<file path="src/cb_consts.svh">
`ifndef CB_CONSTS_SVH
`define CB_CONSTS_SVH

`define CB_CFG_ADDR      8'h0A
`define CB_CFG_RESET     8'h00
`define CB_MODE_MSB      7
`define CB_MODE_LSB      6
`define CB_TMO_MSB       5
`define CB_TMO_LSB       4
`define CB_THR_MSB       3
`define CB_THR_LSB       0

`define CB_THR_TOP_MV    3900
`define CB_THR_STEP_MV   100

`define CB_CLK_HZ        50000000
`define CB_SEC_PER_HOUR  3600
`define CB_TMO_BASE_H    1
`define CB_CYC_PER_SEC   (`CB_CLK_HZ * 1)

`endif

</file>
<file path="src/cb_pkg.sv">
package cb_pkg;

  typedef enum logic [1:0] {
    MODE_OFF,
    MODE_ALWAYS,
    MODE_CHG,
    MODE_CHG_TMO
  } cb_mode_t;

  typedef enum {
    ST_IDLE,
    ST_BAL,
    ST_LOCK
  } cb_state_t;

endpackage

</file>
<file path="src/cb_balance_timer.sv">
`timescale 1ns/1ps
`include "cb_consts.svh"

module cb_balance_timer #(
  parameter int unsigned CYC_PER_SEC  = `CB_CYC_PER_SEC,
  parameter int unsigned SEC_PER_HOUR = `CB_SEC_PER_HOUR
) (
  input  wire logic       i_mclk,
  input  wire logic       i_rst_n,
  input  wire logic       i_ce,
  input  wire logic       i_run,
  input  wire logic [1:0] i_sel,
  output logic            o_expired
);

  initial begin
    if (CYC_PER_SEC < 1 || SEC_PER_HOUR < 1 ||
        SEC_PER_HOUR * 8 * `CB_TMO_BASE_H > 65535) begin
      $error("cb_balance_timer: unsupported timing parameters");
    end
  end

  // Timeout in seconds: base hours doubled per code step.
  function automatic logic [15:0] tmo_sec(input logic [1:0] sel);
    tmo_sec = 16'((SEC_PER_HOUR * `CB_TMO_BASE_H) << sel);
  endfunction

  logic [31:0] pre_q, pre_d;
  logic [15:0] sec_q, sec_d;
  logic        exp_q, exp_d;

  always_comb begin
    pre_d = pre_q;
    sec_d = sec_q;
    if (!i_run) begin
      pre_d = 32'h0;
      sec_d = 16'h0;
    end else if (sec_q < tmo_sec(i_sel)) begin
      if (pre_q == 32'(CYC_PER_SEC - 1)) begin
        pre_d = 32'h0;
        sec_d = sec_q + 16'h1;
      end else begin
        pre_d = pre_q + 32'h1;
      end
    end
    exp_d = i_run && (sec_d >= tmo_sec(i_sel));
  end

  always_ff @(posedge i_mclk or negedge i_rst_n) begin
    if (!i_rst_n) begin
      pre_q <= 32'h0;
      sec_q <= 16'h0;
      exp_q <= 1'b0;
    end else if (i_ce) begin
      pre_q <= pre_d;
      sec_q <= sec_d;
      exp_q <= exp_d;
    end
  end

  assign o_expired = exp_q;

  tmo_decode_a: assert property (@(posedge i_mclk) disable iff (!i_rst_n)
    $rose(exp_q) |-> sec_q >= tmo_sec(i_sel))
    else $error("timer expired before the selected timeout");

endmodule // cb_balance_timer

</file>
<file path="src/cell_balance_controller.sv">
`timescale 1ns/1ps
`include "cb_consts.svh"

module cell_balance_controller
  import cb_pkg::*;
#(
  parameter int unsigned NUM_CELLS    = 8,
  parameter int unsigned VOLT_W       = 13,
  parameter int unsigned CYC_PER_SEC  = `CB_CYC_PER_SEC,
  parameter int unsigned SEC_PER_HOUR = `CB_SEC_PER_HOUR
) (
  input  wire logic                        i_mclk,
  input  wire logic                        i_rst_n,
  input  wire logic                        i_ce,
  input  wire logic [NUM_CELLS*VOLT_W-1:0] i_cell_mv,
  input  wire logic                        i_chg_det,
  input  wire logic                        i_reg_wr,
  input  wire logic [7:0]                  i_reg_addr,
  input  wire logic [7:0]                  i_reg_wdata,
  output logic      [7:0]                  o_reg_rdata,
  output logic      [NUM_CELLS-1:0]        o_bleed,
  output logic                             o_balancing
);

  initial begin
    if (NUM_CELLS < 1 || NUM_CELLS > 32 || VOLT_W < 12 || VOLT_W > 16) begin
      $error("cell_balance_controller: unsupported parameters");
    end
  end

  // Threshold in millivolts for a 4-bit select code.
  function automatic logic [VOLT_W-1:0] thr_mv(input logic [3:0] sel);
    thr_mv = VOLT_W'(`CB_THR_TOP_MV - `CB_THR_STEP_MV * int'(sel));
  endfunction

  // Configuration register.
  logic [7:0] cfg_q, cfg_d;
  logic [7:0] rdata_q, rdata_d;
  logic       cfg_hit;

  assign cfg_hit = (i_reg_addr == `CB_CFG_ADDR);

  always_comb begin
    cfg_d   = cfg_q;
    rdata_d = cfg_hit ? cfg_q : 8'h00;
    if (i_reg_wr && cfg_hit) begin
      cfg_d = i_reg_wdata;
    end
  end

  always_ff @(posedge i_mclk or negedge i_rst_n) begin
    if (!i_rst_n) begin
      cfg_q   <= `CB_CFG_RESET;
      rdata_q <= 8'h00;
    end else if (i_ce) begin
      cfg_q   <= cfg_d;
      rdata_q <= rdata_d;
    end
  end

  assign o_reg_rdata = rdata_q;

  cb_mode_t    mode;
  logic [1:0]  tmo_sel;
  logic [3:0]  thr_sel;

  assign mode    = cb_mode_t'(cfg_q[`CB_MODE_MSB:`CB_MODE_LSB]);
  assign tmo_sel = cfg_q[`CB_TMO_MSB:`CB_TMO_LSB];
  assign thr_sel = cfg_q[`CB_THR_MSB:`CB_THR_LSB];

  // Per-cell comparison; any cell at threshold means the highest does.
  logic [NUM_CELLS-1:0] above;
  logic                 any_above;

  generate
    for (genvar c = 0; c < NUM_CELLS; c++) begin : g_cmp
      assign above[c] = i_cell_mv[c*VOLT_W +: VOLT_W] >= thr_mv(thr_sel);
    end
  endgenerate

  assign any_above = |above;

  // Balance sequencer.
  cb_state_t st_q, st_d;
  logic      tmr_exp;

  always_comb begin
    st_d = st_q;
    case (st_q)
      ST_IDLE: begin
        // Leaving idle requires real bleeding so the timer starts with it.
        case (mode)
          MODE_ALWAYS:  if (any_above) st_d = ST_BAL;
          MODE_CHG,
          MODE_CHG_TMO: if (any_above && i_chg_det) st_d = ST_BAL;
          default:      st_d = ST_IDLE;
        endcase
      end
      ST_BAL: begin
        case (mode)
          MODE_ALWAYS: begin
            if (tmr_exp) st_d = ST_LOCK;
            else if (!any_above) st_d = ST_IDLE;
          end
          MODE_CHG: begin
            if (!i_chg_det || !any_above) st_d = ST_IDLE;
          end
          MODE_CHG_TMO: begin
            if (!i_chg_det) st_d = ST_IDLE;
            else if (tmr_exp) st_d = ST_LOCK;
            else if (!any_above) st_d = ST_IDLE;
          end
          default: st_d = ST_IDLE;
        endcase
      end
      ST_LOCK: begin
        case (mode)
          MODE_ALWAYS:  if (!any_above) st_d = ST_IDLE;
          MODE_CHG_TMO: if (!i_chg_det) st_d = ST_IDLE;
          default:      st_d = ST_IDLE;
        endcase
      end
      default: st_d = ST_IDLE;
    endcase
  end

  // Bleed follows the cells above threshold only while balancing.
  logic [NUM_CELLS-1:0] bleed_q, bleed_d;
  logic                 bal_q, bal_d;

  always_comb begin
    bal_d   = (st_d == ST_BAL);
    bleed_d = bal_d ? above : '0;
  end

  always_ff @(posedge i_mclk or negedge i_rst_n) begin
    if (!i_rst_n) begin
      st_q    <= ST_IDLE;
      bleed_q <= '0;
      bal_q   <= 1'b0;
    end else if (i_ce) begin
      st_q    <= st_d;
      bleed_q <= bleed_d;
      bal_q   <= bal_d;
    end
  end

  assign o_bleed     = bleed_q;
  assign o_balancing = bal_q;

  // The timer runs only while bleeding; mode 10 ignores its expiry.
  cb_balance_timer #(
    .CYC_PER_SEC  (CYC_PER_SEC),
    .SEC_PER_HOUR (SEC_PER_HOUR)
  ) u_timer (
    .i_mclk    (i_mclk),
    .i_rst_n   (i_rst_n),
    .i_ce      (i_ce),
    .i_run     (st_q == ST_BAL),
    .i_sel     (tmo_sel),
    .o_expired (tmr_exp)
  );

  off_no_bleed_a: assert property (@(posedge i_mclk) disable iff (!i_rst_n)
    (i_ce && mode == MODE_OFF) |=> (o_bleed == '0 && !o_balancing))
    else $error("bleeding while balancing disabled");

  start_always_a: assert property (@(posedge i_mclk) disable iff (!i_rst_n)
    (i_ce && st_q == ST_IDLE && mode == MODE_ALWAYS && any_above)
      |=> (st_q == ST_BAL && o_balancing))
    else $error("mode 01 did not start at threshold");

  lock_restart_a: assert property (@(posedge i_mclk) disable iff (!i_rst_n)
    (i_ce && st_q == ST_LOCK && mode == MODE_ALWAYS && any_above)
      |=> st_q == ST_LOCK)
    else $error("mode 01 restarted without all cells dropping");

  chg_removed_a: assert property (@(posedge i_mclk) disable iff (!i_rst_n)
    (i_ce && st_q == ST_BAL && mode inside {MODE_CHG, MODE_CHG_TMO}
      && !i_chg_det) |=> (st_q == ST_IDLE && o_bleed == '0))
    else $error("balancing continued after charger removal");

  tmo_stop_a: assert property (@(posedge i_mclk) disable iff (!i_rst_n)
    (i_ce && st_q == ST_BAL && mode == MODE_CHG_TMO && i_chg_det && tmr_exp)
      |=> (st_q == ST_LOCK && !o_balancing))
    else $error("mode 11 did not stop at timeout");

  lock_hold_a: assert property (@(posedge i_mclk) disable iff (!i_rst_n)
    (st_q == ST_LOCK && mode == MODE_CHG_TMO && i_chg_det) |=> st_q == ST_LOCK)
    else $error("mode 11 resumed without charger reconnect");

  timer_idle_a: assert property (@(posedge i_mclk) disable iff (!i_rst_n)
    (i_ce && st_q != ST_BAL) |=> !tmr_exp)
    else $error("timer ran while not bleeding");

  bleed_match_a: assert property (@(posedge i_mclk) disable iff (!i_rst_n)
    (i_ce && st_d == ST_BAL) |=> o_bleed == $past(above))
    else $error("bleed does not follow cells above threshold");

  start_cause_a: assert property (@(posedge i_mclk) disable iff (!i_rst_n)
    (st_q == ST_IDLE && !any_above) |=> !o_balancing)
    else $error("balancing started with no cell at threshold");

  always_bal_c: cover property (@(posedge i_mclk) disable iff (!i_rst_n)
    mode == MODE_ALWAYS && st_q == ST_IDLE ##1 st_q == ST_BAL);

  tmo_lock_c: cover property (@(posedge i_mclk) disable iff (!i_rst_n)
    st_q == ST_BAL ##1 st_q == ST_LOCK);

  reconnect_c: cover property (@(posedge i_mclk) disable iff (!i_rst_n)
    mode == MODE_CHG_TMO && st_q == ST_LOCK ##1 st_q == ST_IDLE
      ##[1:20] st_q == ST_BAL);

endmodule // cell_balance_controller

</file>
<file path="config.mk">
export PLATFORM = sky130hd
export DESIGN_NAME = cell_balance_controller
export DESIGN_NICKNAME = d
export VERILOG_FILES = /design/src/cb_pkg.sv /design/src/cb_balance_timer.sv /design/src/cell_balance_controller.sv
export VERILOG_INCLUDE_DIRS = /design/src
export SDC_FILE = /design/constraint.sdc
export NUM_CORES = 1
export LEC_CHECK = 0
export ABC_AREA = 1
export ABC_CLOCK_PERIOD_IN_PS = 5600
export BUFFER_PORTS_ARGS = -buffer_cell sky130_fd_sc_hd__buf_4
export CAP_MARGIN = 25
export CORE_MARGIN = 2
export CORE_UTILIZATION = 35
export CTS_CLUSTER_DIAMETER = 100
export DETAILED_ROUTE_END_ITERATION = 8
export HOLD_SLACK_MARGIN = 0.03
export SLEW_MARGIN = 10
export SYNTH_ARGS = -nofsm -noshare
export SYNTH_HDL_FRONTEND = slang
export SYNTH_SLANG_ARGS = --single-unit
</file>
<file path="constraint.sdc">
create_clock -name i_mclk -period 5.6 [get_ports i_mclk]
set_input_delay 0.56 -clock i_mclk [delete_from_list [all_inputs] [get_ports i_mclk]]
set_output_delay 0.56 -clock i_mclk [all_outputs]
set_load 0.02 [all_outputs]
</file>
==> impl_metrics.json, run 1 <==
{
  "dr.pass1.iters": 7,
  "start_util_pct": 35.3,
  "path_max_fanout": 11,
  "yosys-top-cells-area": "dfrtp_1 32%, ha_1 16%, nand2_1 11%, inv_1 8.7%, nor2_1 6.4%",
  "post-synth-top-count-cell": "nand2_1",
  "p_seq_share_pct": 39.1,
  "ios": 142,
  "post-route-drc-count": 0,
  "crit_arrival_ps": 5130,
  "crit_type": "flop to flop",
  "cts.htree.levels": 3,
  "switching_share_pct": 32.2,
  "critPathLaunchType": "flop",
  "syn_to_final_growth_pct": 21.0,
  "drive_gt1_share_pct": 14.2,
  "core_um2": 23300,
  "fin_ws_ps": 763,
  "yosysTopAreaCell": "dfrtp_1",
  "wl_per_cell_um": 13.6,
  "antenna_found_initial": 1,
  "ys_warn_count": 0,
  "async_flop_share_pct": 100,
  "rr_worst_depth": 26,
  "status": "finished clean",
  "synthFlopType": "dfrtp_1",
  "syn_area_per_cell_um2": 7.26,
  "tritoncts": "yes",
  "clk_pin_slew_ps": 70,
  "fin_nets": 1498,
  "grt_max_degree": 60,
  "crit_required_ps": 5890,
  "p_clk_share_pct": 32.3,
  "synth-edff-count": 0,
  "routed.top_layer": "met5",
  "p_int_mw": 1.42,
  "wl_met2_um": 10400,
  "gp_congestion": 0.907,
  "power_switching_mw": 0.673,
  "totalWireLength_um": 21700,
  "drv_cap": 0,
  "ant_nets": 0,
  "synth_cell_types": 48,
  "post_cts.repair.setup_buffers": 0,
  "dr_total_vias": 7519,
  "cts_buffers": 9,
  "dpl.hpwl_um": 17300,
  "vias_per_cell": 4.73,
  "rsz0062_at_grt": "false",
  "syn_nets": 1359,
  "root_buffer": "clkbuf_16",
  "num_rows": 56,
  "die_x_um": 157,
  "setup_tns_ps": 0,
  "synth_common_cells": "248 x nand2_1, 189 x inv_1, 139 x nor2_1",
  "drv_slew": 0,
  "cp-end-kind": "flop",
  "fmax_mhz": 207,
  "maxSlewHeadroom_pct": 44.4,
  "clk_latency_ps": 360,
  "grt_pass1_vias": 7594,
  "cellPowerDensity_nw_per_um2": 211,
  "tightest_slew_ps": 831,
  "setup_violations": 0,
  "period_minus_slack_ps": 4840,
  "ys_ff_latch": 106,
  "seq_area_frac_synth_pct": 32.3,
  "cts_num_sinks": 106,
  "dieArea_um2": 24700,
  "m1WireLength_um": 9780,
  "dp_slack_ps": 724,
  "cts-resized-gates": 0,
  "design_area_um2": 9920,
  "dr.first_iter.drc_count": 317,
  "finalCritPeriodShare_pct": 86.4,
  "netlist.area_leader.share_pct": 32.3,
  "num_antenna_cells": 0,
  "hold_viol_final": 0,
  "syn_area_um2": 8200,
  "clock_tree.buffer_depth": 2,
  "dieHeight_um": 157,
  "leakagePower_nw": 5.06,
  "grt_usage_pct": 18.2,
  "hold_buffers": 0,
  "clock_skew_ps": 10.8,
  "wl_met3_um": 944,
  "peakVddDrop_uv": 152,
  "grt_pass1_wl_um": 35800,
  "min_path_type": "input pin to asynchronous set/reset pin",
  "place_area_um2": 9610,
  "grt_overflow": 0,
  "comb_power_share_pct": 28.6,
  "port_buffers": 141,
  "post_synth_inst_count": 1129
}
## registers in the layout, summed over array words and instances (netlist names)
| name | count |
|---|---|
| u_timer.sec_q | 16 |
| u_timer.o_expired | 1 |
| cfg_q | 8 |
| o_balancing | 1 |
| o_bleed | 8 |
| o_reg_rdata | 8 |
| u_timer.pre_q | 32 |
| st_q | 32 |
## cell families (layout without fill, tap and decap cells)
group	count (synthesis)	in the layout	share of synthesized area, %
AOI/OAI and AO/OA	121	121	8.51
xor gates and xnor gates	17	17	1.82
adders and majority gates	105	105	16.1
buffers and inverters	208	350	9.60
DFF	106	106	32.3
muxes	1	1	0.137
and+or+nand+nor	571	571	31.5
## stage by stage
| step | power, mW | util [%] | hold WS (ps) | instances |
|---|---|---|---|---|
| floorplan | 1.21 | - | 264 | 1129 |
| global placement | 1.42 | 41.3 | 460 | 1576 |
| detailed placement | 1.43 | 41.3 | 467 | 1576 |
| CTS | 2.12 | 42.6 | 305 | 1590 |
| global route | 2.24 | 42.6 | 353 | 1590 |
| finish | 2.09 | 42.6 | 283 | 1590 |
## worst max-delay path, stage by stage, from the launching register on
cell and delay [ps]:
dfrtp_1 640, ha_1 330, ha_1 230, inv_1 70, fa_1 430, ha_1 300
xor2_1 700, ha_1 390, nand2_1 100, inv_1 60, a21oi_1 150, nand4_1 160
nand2_1 110, nand3_1 70, nand2_1 60, nand2_1 80, inv_1 60, nand2_1 40
nor2_1 80, nand2_1 90, nand2_1 70, nand2_1 50, nand2_1 60, nand3_2 100
nor2_4 210, nand2_1 80, nand2_1 60
## cell usage in the layout, fill, tap and decap left out, types with 15 or more instances in the layout
cell,instances
nor2_1,139
o21ai_0,27
a21oi_1,55
buf_4,144
nand3_1,65
nor3_1,34
xor2_1,16
inv_1,189
ha_1,104
nand4_1,31
nand3b_1,15
nand2_1,248
dfrtp_1,106
## power groups by stage
stage	clock, mW	sequential, mW	combinational [mW]
CTS	0.698	0.818	0.603
detailed placement	0	0.832	0.602
floorplan	0	0.836	0.378
global placement	0	0.832	0.591
finish	0.676	0.818	0.598
global route	0.726	0.821	0.690
## per-layer routing
metal  global-route usage, %  vias to the layer above
met5                       0                        -
met4                    6.32                        2
met3                    3.28                       32
met2                    31.7                      140
met1                    22.5                     3381
li1                        -                     3964
## area by class of cell
cell class              instances  area, µm²
well taps                     319        399
inverters                     192        721
repair buffers                144       1080
flip-flops and latches        106       2650
clock inverters                 4       76.3
fillers                      2433      13300
multi-input cells             815       4760
clock buffers                  10        229
## worst paths after layout
check	startpoint	endpoint	slack, ps
setup / recovery	cfg_q[1]	o_bleed[7]	760
max in group asynchronous	i_rst_n	st_q[5]	4200
hold reg to reg	st_q[16]	st_q[16]	470
setup reg to reg	cfg_q[1]	o_bleed[7]	760
hold / removal	i_rst_n	u_timer.sec_q[3]	280
min in group i_mclk	i_reg_wdata[5]	cfg_q[5]	470
No activity file was read; power rests on OpenSTA's default activity.
==> run 2, diff against run 1 <==
--- a/config.mk
+++ b/config.mk
@@ -15,7 +15,9 @@
 export CTS_CLUSTER_DIAMETER = 100
 export DETAILED_ROUTE_END_ITERATION = 8
 export HOLD_SLACK_MARGIN = 0.03
+export SETUP_SLACK_MARGIN = 0.02
 export SLEW_MARGIN = 10
 export SYNTH_ARGS = -nofsm -noshare
 export SYNTH_HDL_FRONTEND = slang
+export SYNTH_HIERARCHICAL = 1
 export SYNTH_SLANG_ARGS = --single-unit
==> run 2 against run 1 <==
  * Synthesized cell count increased by 3.7%
  * Clock skew decreased by 2.2 ps
  * Register-to-register slack improved by 240 ps
  * Critical path type unchanged
==> impl_metrics.json, run 2 <==
{
  "dr.pass1.iters": 5,
  "cts-resized-gates": 0,
  "cts_buffers": 9,
  "netlist.area_leader.share_pct": 31.6,
  "ys_warn_count": 6,
  "clock_skew_ps": 8.65,
  "path_delay_family": "adder cells",
  "final_common_cell": "nand2_1",
  "drive_gt1_share_pct": 17.6,
  "synth-adder-area-share_pct": 15.7,
  "dieArea_um2": 25300,
  "grt_overflow": 0,
  "seq_area_frac_synth_pct": 31.6,
  "peakVddDrop_uv": 117,
  "dieHeight_um": 159,
  "final_cells": 1636,
  "setup_violations": 0,
  "nFillCells": 2466,
  "p_seq_share_pct": 45.5,
  "drv_slew": 0,
  "vias_per_cell": 4.73,
  "status": "finished clean",
  "cts_num_sinks": 106,
  "ios": 142,
  "fin_nets": 1542,
  "synth_common_cells": "296 x nand2_1, 177 x inv_1, 121 x nor2_1",
  "syn_to_final_growth_pct": 20.5,
  "cpMaxStageDelayCell": "xor2_1",
  "port_buffers": 141,
  "final_util_pct": 43.0,
  "worst-path-stages": 22,
  "crit_required_ps": 5830,
  "antenna_found_initial": 0,
  "crit_type": "flop to flop",
  "post-synth-top-count-cell": "nand2_1",
  "tritoncts": "yes",
  "wl_per_cell_um": 13.6,
  "fmax_mhz": 218,
  "hold_viol_final": 0,
  "rsz0062_at_grt": "false",
  "tightest_slew_ps": 877,
  "top_regs": "st_q: 32 flops, u_timer/pre_q: 32 flops, u_timer/sec_q: 16 flops",
  "cp_num_buf_inv": 3,
  "whs_ps": 309,
  "setup_tns_ps": 0,
  "place_inst": 1620,
  "synthFlopType": "dfrtp_1",
  "clk_latency_ps": 360,
  "num_rows": 56,
  "grt_pass1_vias": 7732,
  "cts.htree.levels": 3,
  "async_flop_share_pct": 100,
  "synth_mux_area_share_pct": 1.07,
  "yosysTopAreaCell": "dfrtp_1",
  "die_x_um": 159,
  "regArea_um2": 2650,
  "syn_area_per_cell_um2": 7.18,
  "ant_nets": 0,
  "crit_arrival_ps": 4830,
  "synth_cell_types": 48,
  "critPathLaunchType": "flop",
  "period_minus_slack_ps": 4600,
  "synth-edff-count": 0,
  "synth-xor-area-share_pct": 1.15,
  "drv_cap": 0,
  "comb_power_share_pct": 17.1,
  "min_path_type": "input pin to asynchronous set/reset pin",
  "leakagePower_nw": 5.34,
  "switching_share_pct": 27.3,
  "r2r_slack_ps": 1000,
  "rr_worst_depth": 22,
  "dpl.hpwl_um": 17500,
  "yosys-top-cells-area": "dfrtp_1 32%, ha_1 15%, nand2_1 13%, inv_1 7.9%, nor2_1 5.4%",
  "grt_pass1_wl_um": 38100,
  "maxSlewHeadroom_pct": 41.5,
  "totalWireLength_um": 22200,
  "syn_area_um2": 8410,
  "clk_pin_slew_ps": 70,
  "hold_buffers": 0,
  "final_cell_mix": "296 x nand2_1, 177 x inv_1, 144 x buf_4, 121 x nor2_1, 106 x dfrtp_1",
  "p_int_mw": 1.23,
  "gp_congestion": 0.857,
  "p_clk_share_pct": 37.4,
  "start_util_pct": 35.7,
  "ys_ff_latch": 106,
  "dr.first_iter.drc_count": 371,
  "syn_nets": 1401,
  "dr_total_vias": 7739,
  "finalCritPeriodShare_pct": 82.1,
  "root_buffer": "clkbuf_16",
  "power_switching_mw": 0.463,
  "crit_path_max_incr_delay_ps": 630,
  "cp-end-kind": "flop",
  "post_cts.repair.setup_buffers": 0,
  "grt_usage_pct": 18.2,
  "cellPowerDensity_nw_per_um2": 167,
  "path_max_fanout": 10,
  "synth_top_family_by_area": "simple AND/OR/NAND/NOR gates",
  "synth-simple-area-share_pct": 32.1,
  "post-route-drc-count": 0,
  "multiInputGateArea_um2": 4970,
  "synth_compound_area_share_pct": 9.05,
  "num_antenna_cells": 0,
  "path_cells": "buf_4, ha_1, ha_1, inv_1, fa_1, ha_1, xor2_1, ha_1, nand2_1, inv_1, a21oi_1, nand3_1, a21oi_1, nand2_1, a21oi_1, nand2_1, nor2_2, nand3_1, nand2_1, nand3_4, nand3_2, o21ai_2",
  "post_synth_inst_count": 1171,
  "grt_max_degree": 68,
  "clock_tree.buffer_depth": 2,
  "core_um2": 23500
}
## run 2: cell types whose count changed after synthesis, moves of 6 or more
cell      before  now
or2_2          0   10
inv_2          3   16
nor3_1        34   23
mux2_2         1    8
xor2_1        16    9
inv_1        189  177
nand3b_1      15    6
nand2_1      248  296
o21ai_1        1   14
o211ai_1       6    0
nor2_1       139  121
nand3_1       65   77
## run 2: area by class of cell
type | count | share of cell area (%)
well taps | 319 | 3.94
clock buffers | 11 | 2.49
repair buffers | 144 | 10.7
multi-input cells | 857 | 49.1
clock inverters | 5 | 0.445
flip-flops and latches | 106 | 26.2
inverters | 194 | 7.19
## run 2: worst register-to-register path: cells and delay by family, from the launching register on
kind	cells	cell delay, ps
fa+ha+maj	5	1610
xor+xnor	1	630
simple gates	9	990
buf+inv	3	310
compound gates	4	550
flops	1	400
## run 2: power by group through the flow
stage | Sequential, mW | Clock (mW) | Combinational [mW]
floorplan | 0.785 | 0 | 0.160
global placement | 0.785 | 0 | 0.287
detailed placement | 0.786 | 0 | 0.292
CTS | 0.770 | 0.658 | 0.293
global route | 0.771 | 0.690 | 0.335
finish | 0.770 | 0.634 | 0.290
## run 2: kinds of logic after synthesis
family,after synthesis
buf+inv,208
xor+xnor,11
mux,8
compound gates,129
flops,106
simple gates,604
fa+ha+maj,105
## run 2: per-layer routing
metal,track usage (%),vias to the layer above,share of wire (%)
li1,-,4075,-
met1,25.4,3493,50
met2,29.5,146,45
met3,3.20,25,3.9
met4,4.30,0,1.7
met5,0,-,0
## run 2: path summary, 6_finish.rpt
kind	start	endpoint
min in group i_mclk	i_reg_wdata[6]	cfg_q[6]
setup reg to reg	cfg_q[1]	st_q[0]
max in group asynchronous	i_rst_n	cfg_q[3]
setup / recovery	cfg_q[1]	st_q[0]
hold reg to reg	st_q[15]	st_q[15]
hold / removal	i_rst_n	o_reg_rdata[1]
## run 2: metrics by stage
step	setup slack (ps)	total power, mW	area [µm²]
2_1_floorplan	1710	0.945	8410
3_3_place_gp	1120	1.07	9830
3_5_place_dp	1010	1.08	9830
4_1_cts	981	1.72	10100
5_1_grt	549	1.80	10100
6_report	1000	1.69	10100
==> run 3, diff against run 2 <==
--- a/config.mk
+++ b/config.mk
@@ -7,7 +7,7 @@
 export NUM_CORES = 1
 export LEC_CHECK = 0
 export ABC_AREA = 1
-export ABC_CLOCK_PERIOD_IN_PS = 5600
+export ABC_CLOCK_PERIOD_IN_PS = 4600
 export BUFFER_PORTS_ARGS = -buffer_cell sky130_fd_sc_hd__buf_4
 export CAP_MARGIN = 25
 export CORE_MARGIN = 2
==> constraint.sdc (replaced) <==
create_clock -name i_mclk -period 4.6 [get_ports i_mclk]
set_input_delay 0.46 -clock i_mclk [delete_from_list [all_inputs] [get_ports i_mclk]]
set_output_delay 0.46 -clock i_mclk [all_outputs]
set_load 0.02 [all_outputs]
==> run 3 against run 2 <==
  * Utilization rose by 0.39 points
  * Cell count is 0.37% higher
  * Die area unchanged
  * Sequential power grew 22%
  * Largest cell class unchanged
==> impl_metrics.json, run 3 (synthesized netlist as in run 2, its figures left out) <==
{
  "status": "finished clean",
  "peakVddDrop_uv": 144,
  "hold_viol_final": 0,
  "r2r_slack_ps": 510,
  "crit_arrival_ps": 4330,
  "rr_endpoint": "st_q[0]",
  "crit_required_ps": 4840,
  "num_rows": 56,
  "path_max_fanout": 9,
  "final_common_cell": "nand2_1",
  "clk_pin_slew_ps": 70,
  "die_x_um": 159,
  "crit_type": "flop to flop",
  "tritoncts": "yes",
  "rr_worst_depth": 21,
  "worst_hold_path.endpoint": "cfg_q[3]",
  "grt_overflow": 0,
  "dr.first_iter.drc_count": 373,
  "gp_congestion": 0.861,
  "syn_to_final_growth_pct": 21.6,
  "dr_total_vias": 7741,
  "min_path_type": "input pin to flop",
  "fmax_mhz": 245,
  "drive_gt1_share_pct": 18.0,
  "clock_tree.buffer_depth": 2,
  "cellPowerDensity_nw_per_um2": 204,
  "grt_pass1_vias": 7494,
  "core_um2": 23500,
  "setup_violations": 0,
  "rsz0062_at_grt": "false",
  "dr.pass1.iters": 5,
  "final_cell_mix": "296 x nand2_1, 177 x inv_1, 149 x buf_4, 121 x nor2_1, 106 x dfrtp_1",
  "whs_path_depth": 2,
  "start_util_pct": 35.7,
  "cp-end-kind": "flop",
  "port_buffers": 141,
  "drv_cap": 0,
  "ant_nets": 0,
  "period_minus_slack_ps": 4090,
  "post-route-drc-count": 0,
  "wl_per_cell_um": 13.8,
  "totalWireLength_um": 22600,
  "grt_max_degree": 79,
  "root_buffer": "clkbuf_16",
  "post_cts.repair.setup_buffers": 0,
  "grt_pass1_wl_um": 37600,
  "clk_latency_ps": 360,
  "dieHeight_um": 159,
  "hold_start": "i_reg_wdata[3]",
  "dieArea_um2": 25300,
  "finalCritPeriodShare_pct": 88.9,
  "top_regs": "st_q: 32 flops, u_timer/pre_q: 32 flops, u_timer/sec_q: 16 flops",
  "maxSlewHeadroom_pct": 46.5,
  "cts.htree.levels": 3,
  "antenna_found_initial": 0,
  "tightest_slew_ps": 796,
  "leakagePower_nw": 5.38,
  "ios": 142,
  "grt_usage_pct": 18.2,
  "num_antenna_cells": 0,
  "vias_per_cell": 4.71,
  "cts_buffers": 9,
  "drv_slew": 0,
  "dpl.hpwl_um": 17700,
  "final_util_pct": 43.4,
  "fin_nets": 1549,
  "critPathLaunchType": "flop",
  "cts_num_sinks": 106,
  "r2r-start": "cfg_q[1]",
  "clock_skew_ps": 7.73,
  "setup_tns_ps": 0
}
[run 3: per-layer routing]
| metal | wire, µm | GRT usage [%] | vias to the layer above |
|---|---|---|---|
| met3 | 713 | 3.39 | 17 |
| met5 | 0 | 0 | - |
| li1 | - | - | 4086 |
| met4 | 288 | 3.35 | 0 |
| met1 | 11400 | 25.5 | 3519 |
| met2 | 10200 | 29.5 | 119 |
[run 3: worst max path at each step]
stage / startpoint / endpoint / slack (ps)
after detailed placement: cfg_q[1] / st_q[0] / 110
after CTS: cfg_q[1] / o_bleed[0] / 110
after global routing: cfg_q[1] / st_q[0] / 40
after global placement: cfg_q[1] / st_q[0] / 260
final: cfg_q[1] / st_q[0] / 510
after floorplan: cfg_q[1] / st_q[0] / 710
[run 3: worst max-delay path, stage by stage, from the launching register on]
cell     delay (ps)
dfrtp_1         420
ha_1            290
ha_1            180
inv_1            60
fa_1            510
ha_2            270
xor2_4          310
ha_1            310
nand2_1          80
inv_1            40
a21oi_1         140
nand3_1         130
a21oi_1         190
nand2_1          80
a21oi_1         190
nand2_1          90
nor2_2          140
nand2_1         100
nand2_1         110
nand3_4         140
nand3_2         110
o21ai_2          60
[run 3: area by class of cell]
| class | instances | area [µm²] |
|---|---|---|
| clock buffer | 11 | 243 |
| clock inverter | 4 | 51.3 |
| fill | 2438 | 13300 |
| inverter | 194 | 728 |
| multi-input combinational | 857 | 4990 |
| sequential | 106 | 2650 |
| tap | 319 | 399 |
| timing repair buffer | 151 | 1160 |
[run 3: power by group]
part	total, mW	internal (mW)	switching (mW)
clock network	0.785	0.436	0.350
logic	0.365	0.167	0.198
registers	0.938	0.934	0.00366
[run 3: per-stage QoR]
step | hold slack, ps | setup WS (ps) | cells | power (mW) | area [µm²]
after floorplan | 164 | 709 | 1171 | 1.15 | 8410
after global placement | 457 | 259 | 1625 | 1.31 | 9870
after detailed placement | 463 | 114 | 1625 | 1.32 | 9870
after CTS | 315 | 115 | 1640 | 2.11 | 10200
after global routing | 330 | 43.4 | 1642 | 2.20 | 10200
final | 335 | 512 | 1642 | 2.09 | 10200
[run 3: timing repair]
| action | 4_1_cts | 5_1_grt |
|---|---|---|
| setup endpoints to repair | 0 | 11 |
| hold endpoints to repair | 0 | 3 |
| resized for setup | 0 | 3 |
| hold buffers | 0 | 1 |
